`config.mk`:
```
export PLATFORM = sky130hd
export DESIGN_NAME = drive_command_source_selector
export DESIGN_NICKNAME = d
export VERILOG_FILES = /design/src/verilog/cmd_src_pkg.sv /design/src/verilog/in_sync.sv /design/src/verilog/freq_pick.sv /design/src/verilog/drive_command_source_selector.sv
export SDC_FILE = /design/constraint.sdc
export NUM_CORES = 1
export LEC_CHECK = 0
export BUFFER_PORTS_ARGS = -buffer_cell sky130_fd_sc_hd__buf_4
export CAP_MARGIN = 30
export CORE_MARGIN = 2
export CORE_UTILIZATION = 55
export CTS_CLUSTER_SIZE = 28
export DETAILED_ROUTE_END_ITERATION = 7
export HOLD_SLACK_MARGIN = 0.06
export MAX_ROUTING_LAYER = met4
export PLACE_DENSITY = 0.9
export SYNTH_ARGS = -nofsm -noshare
export SYNTH_HDL_FRONTEND = slang
export SYNTH_SLANG_ARGS = --single-unit
```
`constraint.sdc`:
```
create_clock -name REF_CLK -period 3.5 [get_ports REF_CLK]
set_input_delay 0.175 -clock REF_CLK [delete_from_list [all_inputs] [get_ports REF_CLK]]
set_output_delay 0.175 -clock REF_CLK [all_outputs]
set_load 0.02 [all_outputs]
```
`src/verilog/cmd_src_pkg.sv`:
```
package cmd_src_pkg;
  // ************************************************************
  // operation mode selection values
  // ************************************************************
  localparam logic [2:0] MODE_SEL_EXT_FREE  = 3'h0;
  localparam logic [2:0] MODE_SEL_PU_FIXED  = 3'h1;
  localparam logic [2:0] MODE_SEL_EXT_FIXED = 3'h2;
  localparam logic [2:0] MODE_SEL_COMB1     = 3'h3;
  localparam logic [2:0] MODE_SEL_COMB2     = 3'h4;
  localparam logic [2:0] MODE_SEL_RESET     = 3'h0;

  // ************************************************************
  // register offsets (byte addresses)
  // ************************************************************
  localparam logic [7:0] OFF_MODE_SEL   = 8'h00;
  localparam logic [7:0] OFF_CONTROL    = 8'h04;
  localparam logic [7:0] OFF_STATUS     = 8'h08;
  localparam logic [7:0] OFF_KEY_FREQ   = 8'h0c;
  localparam logic [7:0] OFF_PARAM_WR   = 8'h10;
  localparam logic [7:0] OFF_FREQ_OUT   = 8'h14;

  // ************************************************************
  // field positions
  // ************************************************************
  localparam int CTRL_DIAL_LOCK   = 0;
  localparam int STAT_KEYPAD_MODE = 0;
  localparam int STAT_RUN         = 1;
  localparam int STAT_REVERSE     = 2;
  localparam int STAT_WR_REJECT   = 3;
  localparam int STAT_MODE_LSB    = 4;
  localparam int STAT_SRC_LSB     = 8;
  localparam int PWR_PROTECT_BIT  = 8;

  // ************************************************************
  // bus answers and widths
  // ************************************************************
  localparam logic [1:0] RESP_OKAY   = 2'h0;
  localparam logic [1:0] RESP_SLVERR = 2'h2;
  localparam int         FREQ_W      = 16;
  localparam logic [15:0] FREQ_RESET = 16'h0000;

  // ************************************************************
  // frequency sources
  // ************************************************************
  typedef enum logic [2:0] {
    SRC_KEYPAD, SRC_DIAL, SRC_MULTI, SRC_LOOP, SRC_TERM4, SRC_TERM2, SRC_INCH, SRC_LINK
  } freq_src_type;
endpackage

```
`src/verilog/in_sync.sv`:
```
`timescale 1ns/1ps
// two flip-flop synchroniser for a group of pin inputs
module in_sync #(
  parameter int WIDTH = 1
) (
  input  wire logic             clk,
  input  wire logic             nrst,
  input  wire logic [WIDTH-1:0] din,
  output logic      [WIDTH-1:0] dout
);
  logic [WIDTH-1:0] meta_reg;

  // first stage feeds only the second
  always_ff @(posedge clk) begin
    if (!nrst) begin
      meta_reg <= '0;
      dout     <= '0;
    end else begin
      meta_reg <= din;
      dout     <= meta_reg;
    end
  end
endmodule // in_sync

```
`src/verilog/freq_pick.sv`:
```
`timescale 1ns/1ps
// combinational pick of frequency source by mode and priority
module freq_pick (
  input  wire logic                       keypad_mode,
  input  wire logic [2:0]                 mode_sel,
  input  wire logic                       multi_on,
  input  wire logic                       loop_on,
  input  wire logic                       current_input_choose,
  input  wire logic                       inch_run_signal,
  input  wire logic                       dial_lock,
  input  wire logic                       link_valid,
  output cmd_src_pkg::freq_src_type       src
);
  // ************************************************************
  // priority chain
  // ************************************************************
  always_comb begin
    src = cmd_src_pkg::SRC_TERM2;
    if (mode_sel == cmd_src_pkg::MODE_SEL_COMB1) begin
      if (multi_on) src = cmd_src_pkg::SRC_MULTI;
      else if (loop_on) src = cmd_src_pkg::SRC_LOOP;
      else if (current_input_choose) src = cmd_src_pkg::SRC_TERM4;
      else src = cmd_src_pkg::SRC_KEYPAD;
    end else if (keypad_mode) begin
      // a held link command wins; else dial acts as potentiometer unless locked
      if (link_valid) src = cmd_src_pkg::SRC_LINK;
      else if (dial_lock) src = cmd_src_pkg::SRC_KEYPAD;
      else src = cmd_src_pkg::SRC_DIAL;
    end else begin
      if (inch_run_signal) src = cmd_src_pkg::SRC_INCH;
      else if (multi_on) src = cmd_src_pkg::SRC_MULTI;
      else if (current_input_choose) src = cmd_src_pkg::SRC_TERM4;
      else src = cmd_src_pkg::SRC_TERM2;
    end
  end
endmodule // freq_pick

```
`src/verilog/drive_command_source_selector.sv`:
```
// The AXI4-Lite register port and the address map are this design's own decisions.
`timescale 1ns/1ps
// Overview of operation
// - modes 0 and 2 come up in outside-terminal operation at power-on.
// - mode 2 locks outside-terminal operation; switch requests are refused.
// - mode 0: mode-toggle key moves outside-terminal operation into keypad mode.
// - outside-terminal mode rejects parameter writes except a protected-free subset.
// - outside-terminal: start from forward/backward inputs, frequency from terminals.
// - mode 1: keypad mode at power-on, keypad start and frequency, no change.
// - serial link commands accepted only in keypad mode.
// - keypad mode: dial adjusts frequency unless dial key-lock set or a link command is held.
// - mode 3: keypad frequency, external start switches, no mode change.
// - mode 3: active multi-speed selection overrides keypad frequency.
// - mode 3: current_input_choose selects terminal 4 analog input.
// - mode 4: terminal frequency, start from panel go/forward/backward keys.
// - mode 3 priority: multi-speed, process loop, terminal 4, keypad.
// - mode selection accepted only while motor output is stopped.
module drive_command_source_selector #(
  parameter int FW = cmd_src_pkg::FREQ_W
) (
  input  wire logic          REF_CLK,
  input  wire logic          NRST,
  // AXI4-Lite slave
  input  wire logic [7:0]    S_AXI_AWADDR,
  input  wire logic          S_AXI_AWVALID,
  output logic               S_AXI_AWREADY,
  input  wire logic [31:0]   S_AXI_WDATA,
  input  wire logic [3:0]    S_AXI_WSTRB,
  input  wire logic          S_AXI_WVALID,
  output logic               S_AXI_WREADY,
  output logic [1:0]         S_AXI_BRESP,
  output logic               S_AXI_BVALID,
  input  wire logic          S_AXI_BREADY,
  input  wire logic [7:0]    S_AXI_ARADDR,
  input  wire logic          S_AXI_ARVALID,
  output logic               S_AXI_ARREADY,
  output logic [31:0]        S_AXI_RDATA,
  output logic [1:0]         S_AXI_RRESP,
  output logic               S_AXI_RVALID,
  input  wire logic          S_AXI_RREADY,
  // terminal and keypad pins
  input  wire logic          FORWARD_START,
  input  wire logic          BACKWARD_START,
  input  wire logic          CURRENT_INPUT_CHOOSE,
  input  wire logic          SPEED_SELECT_LOW,
  input  wire logic          SPEED_SELECT_MID,
  input  wire logic          SPEED_SELECT_HIGH,
  input  wire logic          SPEED_SELECT_EXTRA,
  input  wire logic          PROCESS_LOOP_ENABLE,
  input  wire logic          INCH_RUN_SIGNAL,
  input  wire logic          MODE_TOGGLE_KEY,
  input  wire logic          PANEL_GO_KEY,
  input  wire logic          PANEL_FORWARD_KEY,
  input  wire logic          PANEL_BACKWARD_KEY,
  input  wire logic          PANEL_STOP_KEY,
  // frequency values from the drive side (same clock)
  input  wire logic [FW-1:0] TERM2_FREQ,
  input  wire logic [FW-1:0] TERM4_FREQ,
  input  wire logic [FW-1:0] MULTI_FREQ,
  input  wire logic [FW-1:0] LOOP_FREQ,
  input  wire logic [FW-1:0] INCH_FREQ,
  input  wire logic [FW-1:0] DIAL_FREQ,
  // serial link command (same clock)
  input  wire logic          LINK_CMD_VALID,
  input  wire logic          LINK_CMD_RUN,
  input  wire logic          LINK_CMD_REVERSE,
  input  wire logic [FW-1:0] LINK_CMD_FREQ,
  input  wire logic          MOTOR_STOPPED,
  // to the drive
  output logic               RUN_CMD,
  output logic               REVERSE_CMD,
  output logic [FW-1:0]      FREQ_CMD,
  output logic               KEYPAD_MODE,
  output logic               LINK_CMD_TAKEN
);
  // ************************************************************
  // pin synchronisers
  // ************************************************************
  localparam int NPIN = 14;
  logic [NPIN-1:0] pins_s;
  in_sync #(.WIDTH(NPIN)) u_sync (
    .clk  (REF_CLK),
    .nrst (NRST),
    .din  ({PANEL_STOP_KEY, PANEL_BACKWARD_KEY, PANEL_FORWARD_KEY, PANEL_GO_KEY,
            MODE_TOGGLE_KEY, INCH_RUN_SIGNAL, PROCESS_LOOP_ENABLE, SPEED_SELECT_EXTRA,
            SPEED_SELECT_HIGH, SPEED_SELECT_MID, SPEED_SELECT_LOW, CURRENT_INPUT_CHOOSE,
            BACKWARD_START, FORWARD_START}),
    .dout (pins_s)
  );
  logic fwd_s, bwd_s, cic_s, multi_s, loop_s, inch_s, tog_s, go_s, pfwd_s, pbwd_s, stop_s;
  assign fwd_s   = pins_s[0];
  assign bwd_s   = pins_s[1];
  assign cic_s   = pins_s[2];
  assign multi_s = |pins_s[6:3];
  assign loop_s  = pins_s[7];
  assign inch_s  = pins_s[8];
  assign tog_s   = pins_s[9];
  assign go_s    = pins_s[10];
  assign pfwd_s  = pins_s[11];
  assign pbwd_s  = pins_s[12];
  assign stop_s  = pins_s[13];

  // ************************************************************
  // register state
  // ************************************************************
  logic [2:0]    mode_sel_reg;
  logic          dial_lock_reg;
  logic [FW-1:0] key_freq_reg;
  logic          keypad_reg;
  logic          tog_prev_reg;
  logic          wr_reject_reg;
  logic [15:0]   param_store_reg;
  logic          panel_run_reg;
  logic          panel_rev_reg;
  logic          link_run_reg;
  logic          link_rev_reg;
  logic [FW-1:0] link_freq_reg;
  logic          link_valid_reg;
  logic          wr_ok;
  logic          rd_fire;

  // ************************************************************
  // AXI4-Lite write channel
  // ************************************************************
  logic       aw_held_reg, w_held_reg;
  logic [7:0] aw_addr_reg;
  logic [31:0] w_data_reg;
  logic [3:0]  w_strb_reg;
  logic        wr_fire;
  assign wr_fire = aw_held_reg && w_held_reg && !S_AXI_BVALID;

  // address and data taken in either order, then one response
  always_ff @(posedge REF_CLK) begin
    if (!NRST) begin
      aw_held_reg   <= 1'b0;
      w_held_reg    <= 1'b0;
      aw_addr_reg   <= 8'h00;
      w_data_reg    <= 32'h00000000;
      w_strb_reg    <= 4'h0;
      S_AXI_AWREADY <= 1'b0;
      S_AXI_WREADY  <= 1'b0;
      S_AXI_BVALID  <= 1'b0;
      S_AXI_BRESP   <= cmd_src_pkg::RESP_OKAY;
    end else begin
      S_AXI_AWREADY <= !aw_held_reg && !S_AXI_AWREADY && !S_AXI_BVALID;
      S_AXI_WREADY  <= !w_held_reg && !S_AXI_WREADY && !S_AXI_BVALID;
      if (S_AXI_AWVALID && S_AXI_AWREADY) begin
        aw_held_reg <= 1'b1;
        aw_addr_reg <= S_AXI_AWADDR;
        S_AXI_AWREADY <= 1'b0;
      end
      if (S_AXI_WVALID && S_AXI_WREADY) begin
        w_held_reg <= 1'b1;
        w_data_reg <= S_AXI_WDATA;
        w_strb_reg <= S_AXI_WSTRB;
        S_AXI_WREADY <= 1'b0;
      end
      if (wr_fire) begin
        aw_held_reg  <= 1'b0;
        w_held_reg   <= 1'b0;
        S_AXI_BVALID <= 1'b1;
        S_AXI_BRESP  <= wr_ok ? cmd_src_pkg::RESP_OKAY : cmd_src_pkg::RESP_SLVERR;
      end else if (S_AXI_BVALID && S_AXI_BREADY) begin
        S_AXI_BVALID <= 1'b0;
      end
    end
  end

  // ************************************************************
  // write decode
  // ************************************************************
  logic       mode_wr_ok;
  logic       param_wr_ok;
  logic [2:0] new_mode;
  assign new_mode = w_data_reg[2:0];
  // values above four are not supported
  assign mode_wr_ok = MOTOR_STOPPED && (w_data_reg[31:3] == 29'h0)
                      && (new_mode <= cmd_src_pkg::MODE_SEL_COMB2) && w_strb_reg[0];
  // guarded bank closed in outside-terminal mode
  assign param_wr_ok = keypad_reg || !w_data_reg[cmd_src_pkg::PWR_PROTECT_BIT];
  always_comb begin
    case (aw_addr_reg)
      cmd_src_pkg::OFF_MODE_SEL: wr_ok = mode_wr_ok;
      cmd_src_pkg::OFF_CONTROL:  wr_ok = 1'b1;
      cmd_src_pkg::OFF_KEY_FREQ: wr_ok = 1'b1;
      cmd_src_pkg::OFF_PARAM_WR: wr_ok = param_wr_ok;
      default:                   wr_ok = 1'b0;
    endcase
  end

  // registers written by software
  always_ff @(posedge REF_CLK) begin
    if (!NRST) begin
      mode_sel_reg    <= cmd_src_pkg::MODE_SEL_RESET;
      dial_lock_reg   <= 1'b0;
      key_freq_reg    <= cmd_src_pkg::FREQ_RESET;
      param_store_reg <= 16'h0000;
    end else if (wr_fire && wr_ok) begin
      case (aw_addr_reg)
        cmd_src_pkg::OFF_MODE_SEL: mode_sel_reg  <= new_mode;
        cmd_src_pkg::OFF_CONTROL:  dial_lock_reg <= w_data_reg[cmd_src_pkg::CTRL_DIAL_LOCK];
        cmd_src_pkg::OFF_KEY_FREQ: key_freq_reg  <= w_data_reg[FW-1:0];
        cmd_src_pkg::OFF_PARAM_WR: param_store_reg <= w_data_reg[15:0];
        default: ;
      endcase
    end
  end

  // sticky reject flag; a new reject wins over the clear
  always_ff @(posedge REF_CLK) begin
    if (!NRST) wr_reject_reg <= 1'b0;
    else if (wr_fire && !wr_ok) wr_reject_reg <= 1'b1;
    else if (rd_fire && S_AXI_ARADDR == cmd_src_pkg::OFF_STATUS) wr_reject_reg <= 1'b0;
  end

  // ************************************************************
  // operation mode state
  // ************************************************************
  logic mode_changed;
  assign mode_changed = wr_fire && wr_ok && (aw_addr_reg == cmd_src_pkg::OFF_MODE_SEL);
  always_ff @(posedge REF_CLK) begin
    if (!NRST) begin
      // reset value 0 gives outside-terminal mode
      keypad_reg   <= 1'b0;
      tog_prev_reg <= 1'b0;
    end else begin
      tog_prev_reg <= tog_s;
      if (mode_changed) begin
        // mode 1 enters keypad mode; others come up outside
        keypad_reg <= (new_mode == cmd_src_pkg::MODE_SEL_PU_FIXED);
      end else if (tog_s && !tog_prev_reg && MOTOR_STOPPED
                   && mode_sel_reg == cmd_src_pkg::MODE_SEL_EXT_FREE) begin
        // toggle key flips mode 0 only
        // mode 2 never reaches this branch
        keypad_reg <= !keypad_reg;
      end
    end
  end

  // ************************************************************
  // serial link and panel keys
  // ************************************************************
  logic link_take;
  // link commands only in keypad mode
  assign link_take = LINK_CMD_VALID && keypad_reg;
  always_ff @(posedge REF_CLK) begin
    if (!NRST) begin
      link_run_reg   <= 1'b0;
      link_rev_reg   <= 1'b0;
      link_freq_reg  <= cmd_src_pkg::FREQ_RESET;
      link_valid_reg <= 1'b0;
    end else if (!keypad_reg) begin
      link_valid_reg <= 1'b0;
      link_run_reg   <= 1'b0;
    end else if (link_take) begin
      link_run_reg   <= LINK_CMD_RUN;
      link_rev_reg   <= LINK_CMD_REVERSE;
      link_freq_reg  <= LINK_CMD_FREQ;
      link_valid_reg <= 1'b1;
    end
  end

  // panel run latch; stop key always ends the run
  always_ff @(posedge REF_CLK) begin
    if (!NRST) begin
      panel_run_reg <= 1'b0;
      panel_rev_reg <= 1'b0;
    end else if (stop_s) begin
      panel_run_reg <= 1'b0;
    end else if (pfwd_s || pbwd_s || go_s) begin
      panel_run_reg <= 1'b1;
      if (pbwd_s) panel_rev_reg <= 1'b1;
      else if (pfwd_s) panel_rev_reg <= 1'b0;
    end
  end

  // ************************************************************
  // command routing
  // ************************************************************
  cmd_src_pkg::freq_src_type src;
  freq_pick u_pick (
    .keypad_mode          (keypad_reg),
    .mode_sel             (mode_sel_reg),
    .multi_on             (multi_s),
    .loop_on              (loop_s),
    .current_input_choose (cic_s),
    .inch_run_signal      (inch_s),
    .dial_lock            (dial_lock_reg),
    .link_valid           (link_valid_reg),
    .src                  (src)
  );

  logic          run_next, rev_next;
  logic [FW-1:0] freq_next;
  always_comb begin
    case (src)
      cmd_src_pkg::SRC_KEYPAD: freq_next = key_freq_reg;
      cmd_src_pkg::SRC_DIAL:   freq_next = DIAL_FREQ;
      cmd_src_pkg::SRC_MULTI:  freq_next = MULTI_FREQ;
      cmd_src_pkg::SRC_LOOP:   freq_next = LOOP_FREQ;
      cmd_src_pkg::SRC_TERM4:  freq_next = TERM4_FREQ;
      cmd_src_pkg::SRC_INCH:   freq_next = INCH_FREQ;
      cmd_src_pkg::SRC_LINK:   freq_next = link_freq_reg;
      default:                 freq_next = TERM2_FREQ;
    endcase
    if (mode_sel_reg == cmd_src_pkg::MODE_SEL_COMB2 || (keypad_reg && !link_valid_reg)) begin
      // panel keys start in mode 4 and in keypad mode while no link command is held
      run_next = panel_run_reg;
      rev_next = panel_rev_reg;
    end else if (keypad_reg) begin
      run_next = link_run_reg;
      rev_next = link_rev_reg;
    end else begin
      // external switches start in mode 3 and terminal mode
      run_next = fwd_s ^ bwd_s;
      rev_next = bwd_s && !fwd_s;
    end
  end

  // registered outputs to the drive
  always_ff @(posedge REF_CLK) begin
    if (!NRST) begin
      RUN_CMD        <= 1'b0;
      REVERSE_CMD    <= 1'b0;
      FREQ_CMD       <= cmd_src_pkg::FREQ_RESET;
      KEYPAD_MODE    <= 1'b0;
      LINK_CMD_TAKEN <= 1'b0;
    end else begin
      RUN_CMD        <= run_next;
      REVERSE_CMD    <= rev_next;
      FREQ_CMD       <= freq_next;
      KEYPAD_MODE    <= keypad_reg;
      LINK_CMD_TAKEN <= link_take;
    end
  end

  // ************************************************************
  // AXI4-Lite read channel
  // ************************************************************
  logic [31:0] rd_data;
  assign rd_fire = S_AXI_ARVALID && S_AXI_ARREADY;
  always_comb begin
    rd_data = 32'h00000000;
    case (S_AXI_ARADDR)
      cmd_src_pkg::OFF_MODE_SEL: rd_data[2:0] = mode_sel_reg;
      cmd_src_pkg::OFF_CONTROL:  rd_data[cmd_src_pkg::CTRL_DIAL_LOCK] = dial_lock_reg;
      cmd_src_pkg::OFF_STATUS: begin
        rd_data[cmd_src_pkg::STAT_KEYPAD_MODE] = keypad_reg;
        rd_data[cmd_src_pkg::STAT_RUN]         = RUN_CMD;
        rd_data[cmd_src_pkg::STAT_REVERSE]     = REVERSE_CMD;
        rd_data[cmd_src_pkg::STAT_WR_REJECT]   = wr_reject_reg;
        rd_data[cmd_src_pkg::STAT_MODE_LSB +: 3] = mode_sel_reg;
        rd_data[cmd_src_pkg::STAT_SRC_LSB +: 3]  = src;
      end
      cmd_src_pkg::OFF_KEY_FREQ: rd_data[FW-1:0] = key_freq_reg;
      cmd_src_pkg::OFF_PARAM_WR: rd_data[15:0]   = param_store_reg;
      cmd_src_pkg::OFF_FREQ_OUT: rd_data[FW-1:0] = FREQ_CMD;
      default: ;
    endcase
  end

  // one read at a time; unmapped reads answer SLVERR
  always_ff @(posedge REF_CLK) begin
    if (!NRST) begin
      S_AXI_ARREADY <= 1'b0;
      S_AXI_RVALID  <= 1'b0;
      S_AXI_RDATA   <= 32'h00000000;
      S_AXI_RRESP   <= cmd_src_pkg::RESP_OKAY;
    end else begin
      S_AXI_ARREADY <= !S_AXI_ARREADY && !S_AXI_RVALID;
      if (rd_fire) begin
        S_AXI_ARREADY <= 1'b0;
        S_AXI_RVALID  <= 1'b1;
        S_AXI_RDATA   <= rd_data;
        S_AXI_RRESP   <= (S_AXI_ARADDR > cmd_src_pkg::OFF_FREQ_OUT || S_AXI_ARADDR[1:0] != 2'h0)
                         ? cmd_src_pkg::RESP_SLVERR : cmd_src_pkg::RESP_OKAY;
      end else if (S_AXI_RVALID && S_AXI_RREADY) begin
        S_AXI_RVALID <= 1'b0;
      end
    end
  end

  // ************************************************************
  // assertions
  // ************************************************************
  chk_locked_modes: assert property (@(posedge REF_CLK) disable iff (!NRST)
    (mode_sel_reg == cmd_src_pkg::MODE_SEL_EXT_FIXED) |-> !keypad_reg)
    else $error("locked mode left outside-terminal operation");
  chk_keypad_fixed: assert property (@(posedge REF_CLK) disable iff (!NRST)
    (mode_sel_reg == cmd_src_pkg::MODE_SEL_PU_FIXED) |-> keypad_reg)
    else $error("mode one not in keypad operation");
  chk_link_gate: assert property (@(posedge REF_CLK) disable iff (!NRST)
    LINK_CMD_TAKEN |-> KEYPAD_MODE && $past(LINK_CMD_VALID))
    else $error("link command taken outside keypad mode");
  chk_mode_stopped: assert property (@(posedge REF_CLK) disable iff (!NRST)
    $changed(mode_sel_reg) |-> $past(MOTOR_STOPPED))
    else $error("mode changed while running");
  chk_multi_first: assert property (@(posedge REF_CLK) disable iff (!NRST)
    (mode_sel_reg == cmd_src_pkg::MODE_SEL_COMB1 && multi_s) |-> src == cmd_src_pkg::SRC_MULTI)
    else $error("multi-speed did not win");
  chk_term4_pick: assert property (@(posedge REF_CLK) disable iff (!NRST)
    (mode_sel_reg == cmd_src_pkg::MODE_SEL_COMB1 && !multi_s && !loop_s && cic_s)
    |-> ##1 FREQ_CMD == $past(TERM4_FREQ))
    else $error("terminal 4 not used");
  chk_bad_mode: assert property (@(posedge REF_CLK) disable iff (!NRST)
    (wr_fire && aw_addr_reg == cmd_src_pkg::OFF_MODE_SEL && new_mode > cmd_src_pkg::MODE_SEL_COMB2)
    |=> $stable(mode_sel_reg) && $stable(keypad_reg))
    else $error("unsupported mode value took effect");
  chk_ext_start: assert property (@(posedge REF_CLK) disable iff (!NRST)
    (mode_sel_reg == cmd_src_pkg::MODE_SEL_COMB1 && fwd_s && !bwd_s) |=> RUN_CMD)
    else $error("external start ignored in mode three");
  cov_toggle: cover property (@(posedge REF_CLK) disable iff (!NRST)
    !keypad_reg ##1 keypad_reg);
  cov_link: cover property (@(posedge REF_CLK) disable iff (!NRST) LINK_CMD_TAKEN);
  cov_reject: cover property (@(posedge REF_CLK) disable iff (!NRST) wr_fire && !wr_ok);
endmodule // drive_command_source_selector

```
; ---- Word level (Yosys, flattened, before mapping)
; Cells that the tools add are included.
; W data, S select, Z words.
[word_totals]
ff_bits = 176
in_bits = 189
output_inout_bits = 61
wordCells = 157
[op_classes]
n_reduce_logical = 68
n_eq_ne = 17
muxes = 34
order_cmp = 2
n_bitwise = 3
[ops]
columns = op, n
row1 = $pmux W16 S7, 1
row2 = $logic_not A29 Y1, 1
row3 = $logic_and A1 B1 Y1, 25
row4 = $eq A8 B4 Y1 const B, 3
row5 = $eq A8 B5 Y1 const B, 3
row6 = $mux W3, 8
row7 = $eq A8 B3 Y1 const B, 2
row8 = $logic_not A8 Y1, 2
row9 = $mux W1, 16
row10 = $pmux W4 S4, 1
row11 = $pmux W5 S3, 1
row12 = $logic_not A1 Y1, 13
row13 = $eq A3 B3 Y1 const B, 4
row14 = $pmux W3 S4, 1
row15 = $reduce_and A2 Y1, 6
row16 = $reduce_bool A2 Y1, 6
row17 = $reduce_or A2 Y1, 6
row18 = $pmux W2 S5, 1
row19 = $eq A3 B2 Y1 const B, 3
row20 = $gt A8 B5 Y1 const B, 1
row21 = $eq A3 B1 Y1 const B, 2
row22 = $logic_not A3 Y1, 2
row23 = $pmux W1 S3, 2
row24 = $pmux W1 S6, 1
row25 = other kinds (7), 13

; ---- Longest topological paths before layout
[depth]
word_depth = 8
mapped_depth = 9
depth_no_buf = 6

; ---- Modules after synthesis
; Synthesis repeated with hierarchy kept, for this count alone.
[unflattened]
hier_cells = 917
hier_area_um2 = 7957.6
[modules_own_cells]
columns = mod, instances, seq_area_each_um2, area_per_inst_um2, cells_per_inst
row1 = drive_command_source_selector, 1, 2922.8, 7054.3, 844
row2 = in_sync, 1, 560.5, 785.8, 58
row3 = freq_pick, 1, 0.0, 117.6, 15

; ---- Worst setup path after synthesis
; OpenSTA, ideal clock, no wires.
[synth_timing]
kind = register to register
start = register u_sync.dout[4]
end = register FREQ_CMD[12]
stages_incl_launch_ff = 9
required_time_ps = 3372
setup_ps = 128
setup_slack_ps = 1505
arrival_time_ps = 1868
cell_sequence = dfxtp_1 > or4_1 > buf_4 > a211oi_2 > nor2_1 > o21ai_0 > clkbuf_1 > o22a_1 > a21oi_1
[synth_via]
elab_chain_len = 7
word_cells_on_any_way = 14
cone_classes = eq/ne: 6 / mux: 6 / reduce/logical: 2
[synth_rtl]
columns = element, line_no
row1 = from (decl), in_sync.sv:9  ; output logic [WIDTH-1:0] dout
row2 = from (signal assigned), in_sync.sv:20  ; dout <= meta_reg;
row3 = $reduce_or A4 Y1 *, drive_command_source_selector.sv:94  ; assign multi_s = |pins_s[6:3];
row4 = $mux W3, freq_pick.sv:31  ; else if (multi_on) src = cmd_src_pkg::SRC_MULTI;
row5 = $mux W3, freq_pick.sv:30  ; if (inch_run_signal) src = cmd_src_pkg::SRC_INCH;
row6 = $mux W3, freq_pick.sv:24  ; end else if (keypad_mode) begin
row7 = $mux W3 *, freq_pick.sv:19  ; if (mode_sel == cmd_src_pkg::MODE_SEL_COMB1) begin
row8 = $eq A3 B3 Y1 (tied with other cells), drive_command_source_selector.sv:296  ; case (src)
row9 = $pmux W16 S7 *, drive_command_source_selector.sv:296
row10 = to (signal assigned), drive_command_source_selector.sv:325  ; FREQ_CMD <= cmd_src_pkg::FREQ_RESET;
row11 = to (signal assigned), drive_command_source_selector.sv:331  ; FREQ_CMD <= freq_next;
row12 = to (decl), drive_command_source_selector.sv:72  ; output logic [FW-1:0] FREQ_CMD,
; Every way passes the cells marked *; elsewhere a longest branch is shown, timed or not.
; A chain may end at the register's enable or synchronous reset.

; ---- Worst setup path after layout
; Same ends and word-level chain as after synthesis.

==> results.cfg <==
[final_layout]
design_area_sq_mm = 0.0111
nets = 1389
fillCellCount = 870
largest_register_ffs = 32
syn_to_final_growth_pct = 39.7
antenna_cells = 0
final_cells = 1392
drive_above_1_share = 0.249

[grt]
antenna_found_initial = 0
grt_first_pass_wirelength_mm = 38.9
overflow = 0
grt.total_usage = 0.343
grt_pass1_vias = 7689
grt_max_degree = 99

[setup_path]
start_kind = register
critical_path_class = register to register
worstReg2RegEnd = FREQ_CMD[12]
worstReg2RegStart = u_sync.dout[4]
crit_arrival_ns = 3.55
reg2reg_slack_ns = 0.33
crit_required_ns = 3.88
crit_fanout = 17
crit_path_end = FREQ_CMD[12]
cp-end-kind = register
ff2ff_path_depth = 7
cp-startpoint = u_sync.dout[4]

[synthesis]
ys_ff_latch = 174
synth_edf_count = 0
synthTopCellsByCount = nand2_1 (211), dfxtp_1 (174), a21boi_0 (80)
yosysMostFrequentCell = nand2_1
syn-mean-instance-area_sq_um = 8.64
ys_async_sr_fraction = 0
synth_cell_types = 62
synth_area_leaders = dfxtp_1 (44%), nand2_1 (10%), a21boi_0 (7.6%)
synth-seq-area-share = 0.439
synthDominantCellAreaShare = 0.439
yosysTopAreaCell = dfxtp_1
synthFlopType = dfxtp_1
ys_warn_count = 0
syn-cell-area_sq_mm = 0.00793
synthCells = 918

[sta]
fin_skew_ns = 0.0111
setup_ws_ns = 0.331
fmax_mhz = 316
min_period_ns = 3.17
rsz0062_at_grt = no
whs_ns = 0.0758
worst_pin_slew_ns = 0.900
finalSetupViolations = 0
relSlewSlack = 0.395
min_period_over_period = 0.905
drv_slew = 0
tns_ns = 0
finalHoldViolCount = 0

[die]
fp.dieW_microns = 124
rows = 43
core_area_sq_mm = 0.0140
die_area_sq_mm = 0.0154
chipHeight_microns = 124
ios = 250
initial_core_util = 0.567

[drt]
drc = 0
drt.antenna.violating_nets = 0
wl_per_cell_microns = 18.9
via_per_inst = 5.80
drt_iter0_drc = 1080
drt_first_pass_iters = 6
via_count = 8070
drt-total-wl_mm = 26.3

[placement]
place_congestion = 0.916
place_area_sq_mm = 0.00965
hpwl_mm = 17.0
io_buffers = 228
place_inst = 1275
dpl_worst_slack_ns = 0.696

[power]
p_per_area_mw_per_mm2 = 434
p_sw_frac = 0.280
p_int_mw = 3.47
p_seq_frac = 0.443
peakVddDrop_mv = 0.374
p_leak_nw = 4.62
clkPwrFrac = 0.390
p_comb_frac = 0.167
power_switching_mw = 1.34

[clocking]
cts.sinks = 174
clkTransAtPathRegs_ns = 0.07
cts_tree = yes
h-tree-depth = 4
root_buffer = clkbuf_16
cts-buffers-inserted = 17
post-cts-setup-buffers = 0
insertion_delay_ns = 0.44
cts_buffer_depth = 2

[hold_path]
holdCritStartpoint = TERM4_FREQ[13]
min_path_type = primary input to register

[flow_run]
maxCapViolCount = 0

[outcome]
run_status = finished clean
## layout make-up
cell class	count	area, sq um	area share
sequential	174	3480	0.314
timing repair buffer	325	2690	0.243
clock buffer	17	425	0.0384
inverter	6	22.5	0.00203
multi-input combinational	675	4080	0.368
tap	180	225	0.0203
clock inverter	15	151	0.0137
## repair_timing
action	4_1_cts	5_1_grt
gates resized for setup	0	1
endpoints found under the hold margin	85	0
hold buffers	85	0
setup endpoints to repair	0	1
## stage by stage
step | total power [mW] | utilization
after floorplan | 2.55 | -
after global placement | 2.84 | 0.686
after detailed placement | 2.87 | 0.690
after CTS | 4.77 | 0.792
after global routing | 4.96 | 0.792
final | 4.81 | 0.792
## cell usage in the layout, fill, tap and decap left out, drive strengths merged, types with 3 or more instances in the layout
master	synthesis	routed
a22o	6	6
o22ai	3	3
dfxtp	174	174
nor2b	30	30
dlygate4sd3	0	85
o21ai	36	36
nand4	3	3
clkbuf	50	17
or2	15	15
a21o	16	16
inv	6	14
mux2i	54	54
nor3b	4	4
nand3	14	14
a221oi	16	16
nor2	19	19
nor3	8	8
nand4b	3	3
a31oi	19	19
and2	36	36
clkinv	0	5
a22oi	11	11
a21boi	81	81
conb	1	18
nor4	10	10
mux2	3	3
buf	30	240
and3	3	3
nand2b	6	6
nand2	211	211
a21oi	23	23
## worst max-delay path, cell delays in order, from the launching register on
cell           delay, ns
dfxtp_1             0.33
or4_1               0.91
a211oi_2            0.32
a41oi_1             0.17
nor2b_4             0.51
a221oi_1            0.17
a21oi_1             0.14
dlygate4sd3_1       0.55
## worst min path at each step
stage	end	slack, ns	cells after the start
floorplan	link_valid_reg	0.29	2
global placement	u_sync.meta_reg[12]	0.38	2
detailed placement	u_sync.meta_reg[2]	0.39	2
CTS	FREQ_CMD[4]	0.06	3
global route	FREQ_CMD[5]	0.08	3
finish	FREQ_CMD[13]	0.08	3
## metal layers
metal  GRT usage  part of all wire
met1       0.393              0.38
met5           -                 0
met2       0.567              0.48
met3      0.0829             0.088
met4       0.157             0.047
## power groups by stage
stage | Sequential [mW] | Clock (mW) | Combinational [mW]
finish | 2.13 | 1.87 | 0.802
global route | 2.14 | 1.97 | 0.852
CTS | 2.13 | 1.87 | 0.775
detailed placement | 2.17 | 0 | 0.693
global placement | 2.17 | 0 | 0.668
floorplan | 2.18 | 0 | 0.374
## cell families after synthesis
family | count (synthesis) | synth area share
other | 1 | 0.000473
adders and majority gates | 1 | 0.00158
and+or+nand+nor | 373 | 0.229
muxes | 58 | 0.0753
buffers and inverters | 86 | 0.0546
AOI/OAI and AO/OA | 223 | 0.198
xor gates and xnor gates | 2 | 0.00221
DFF | 174 | 0.439
Note: power is estimated with default switching activity, not from simulation.
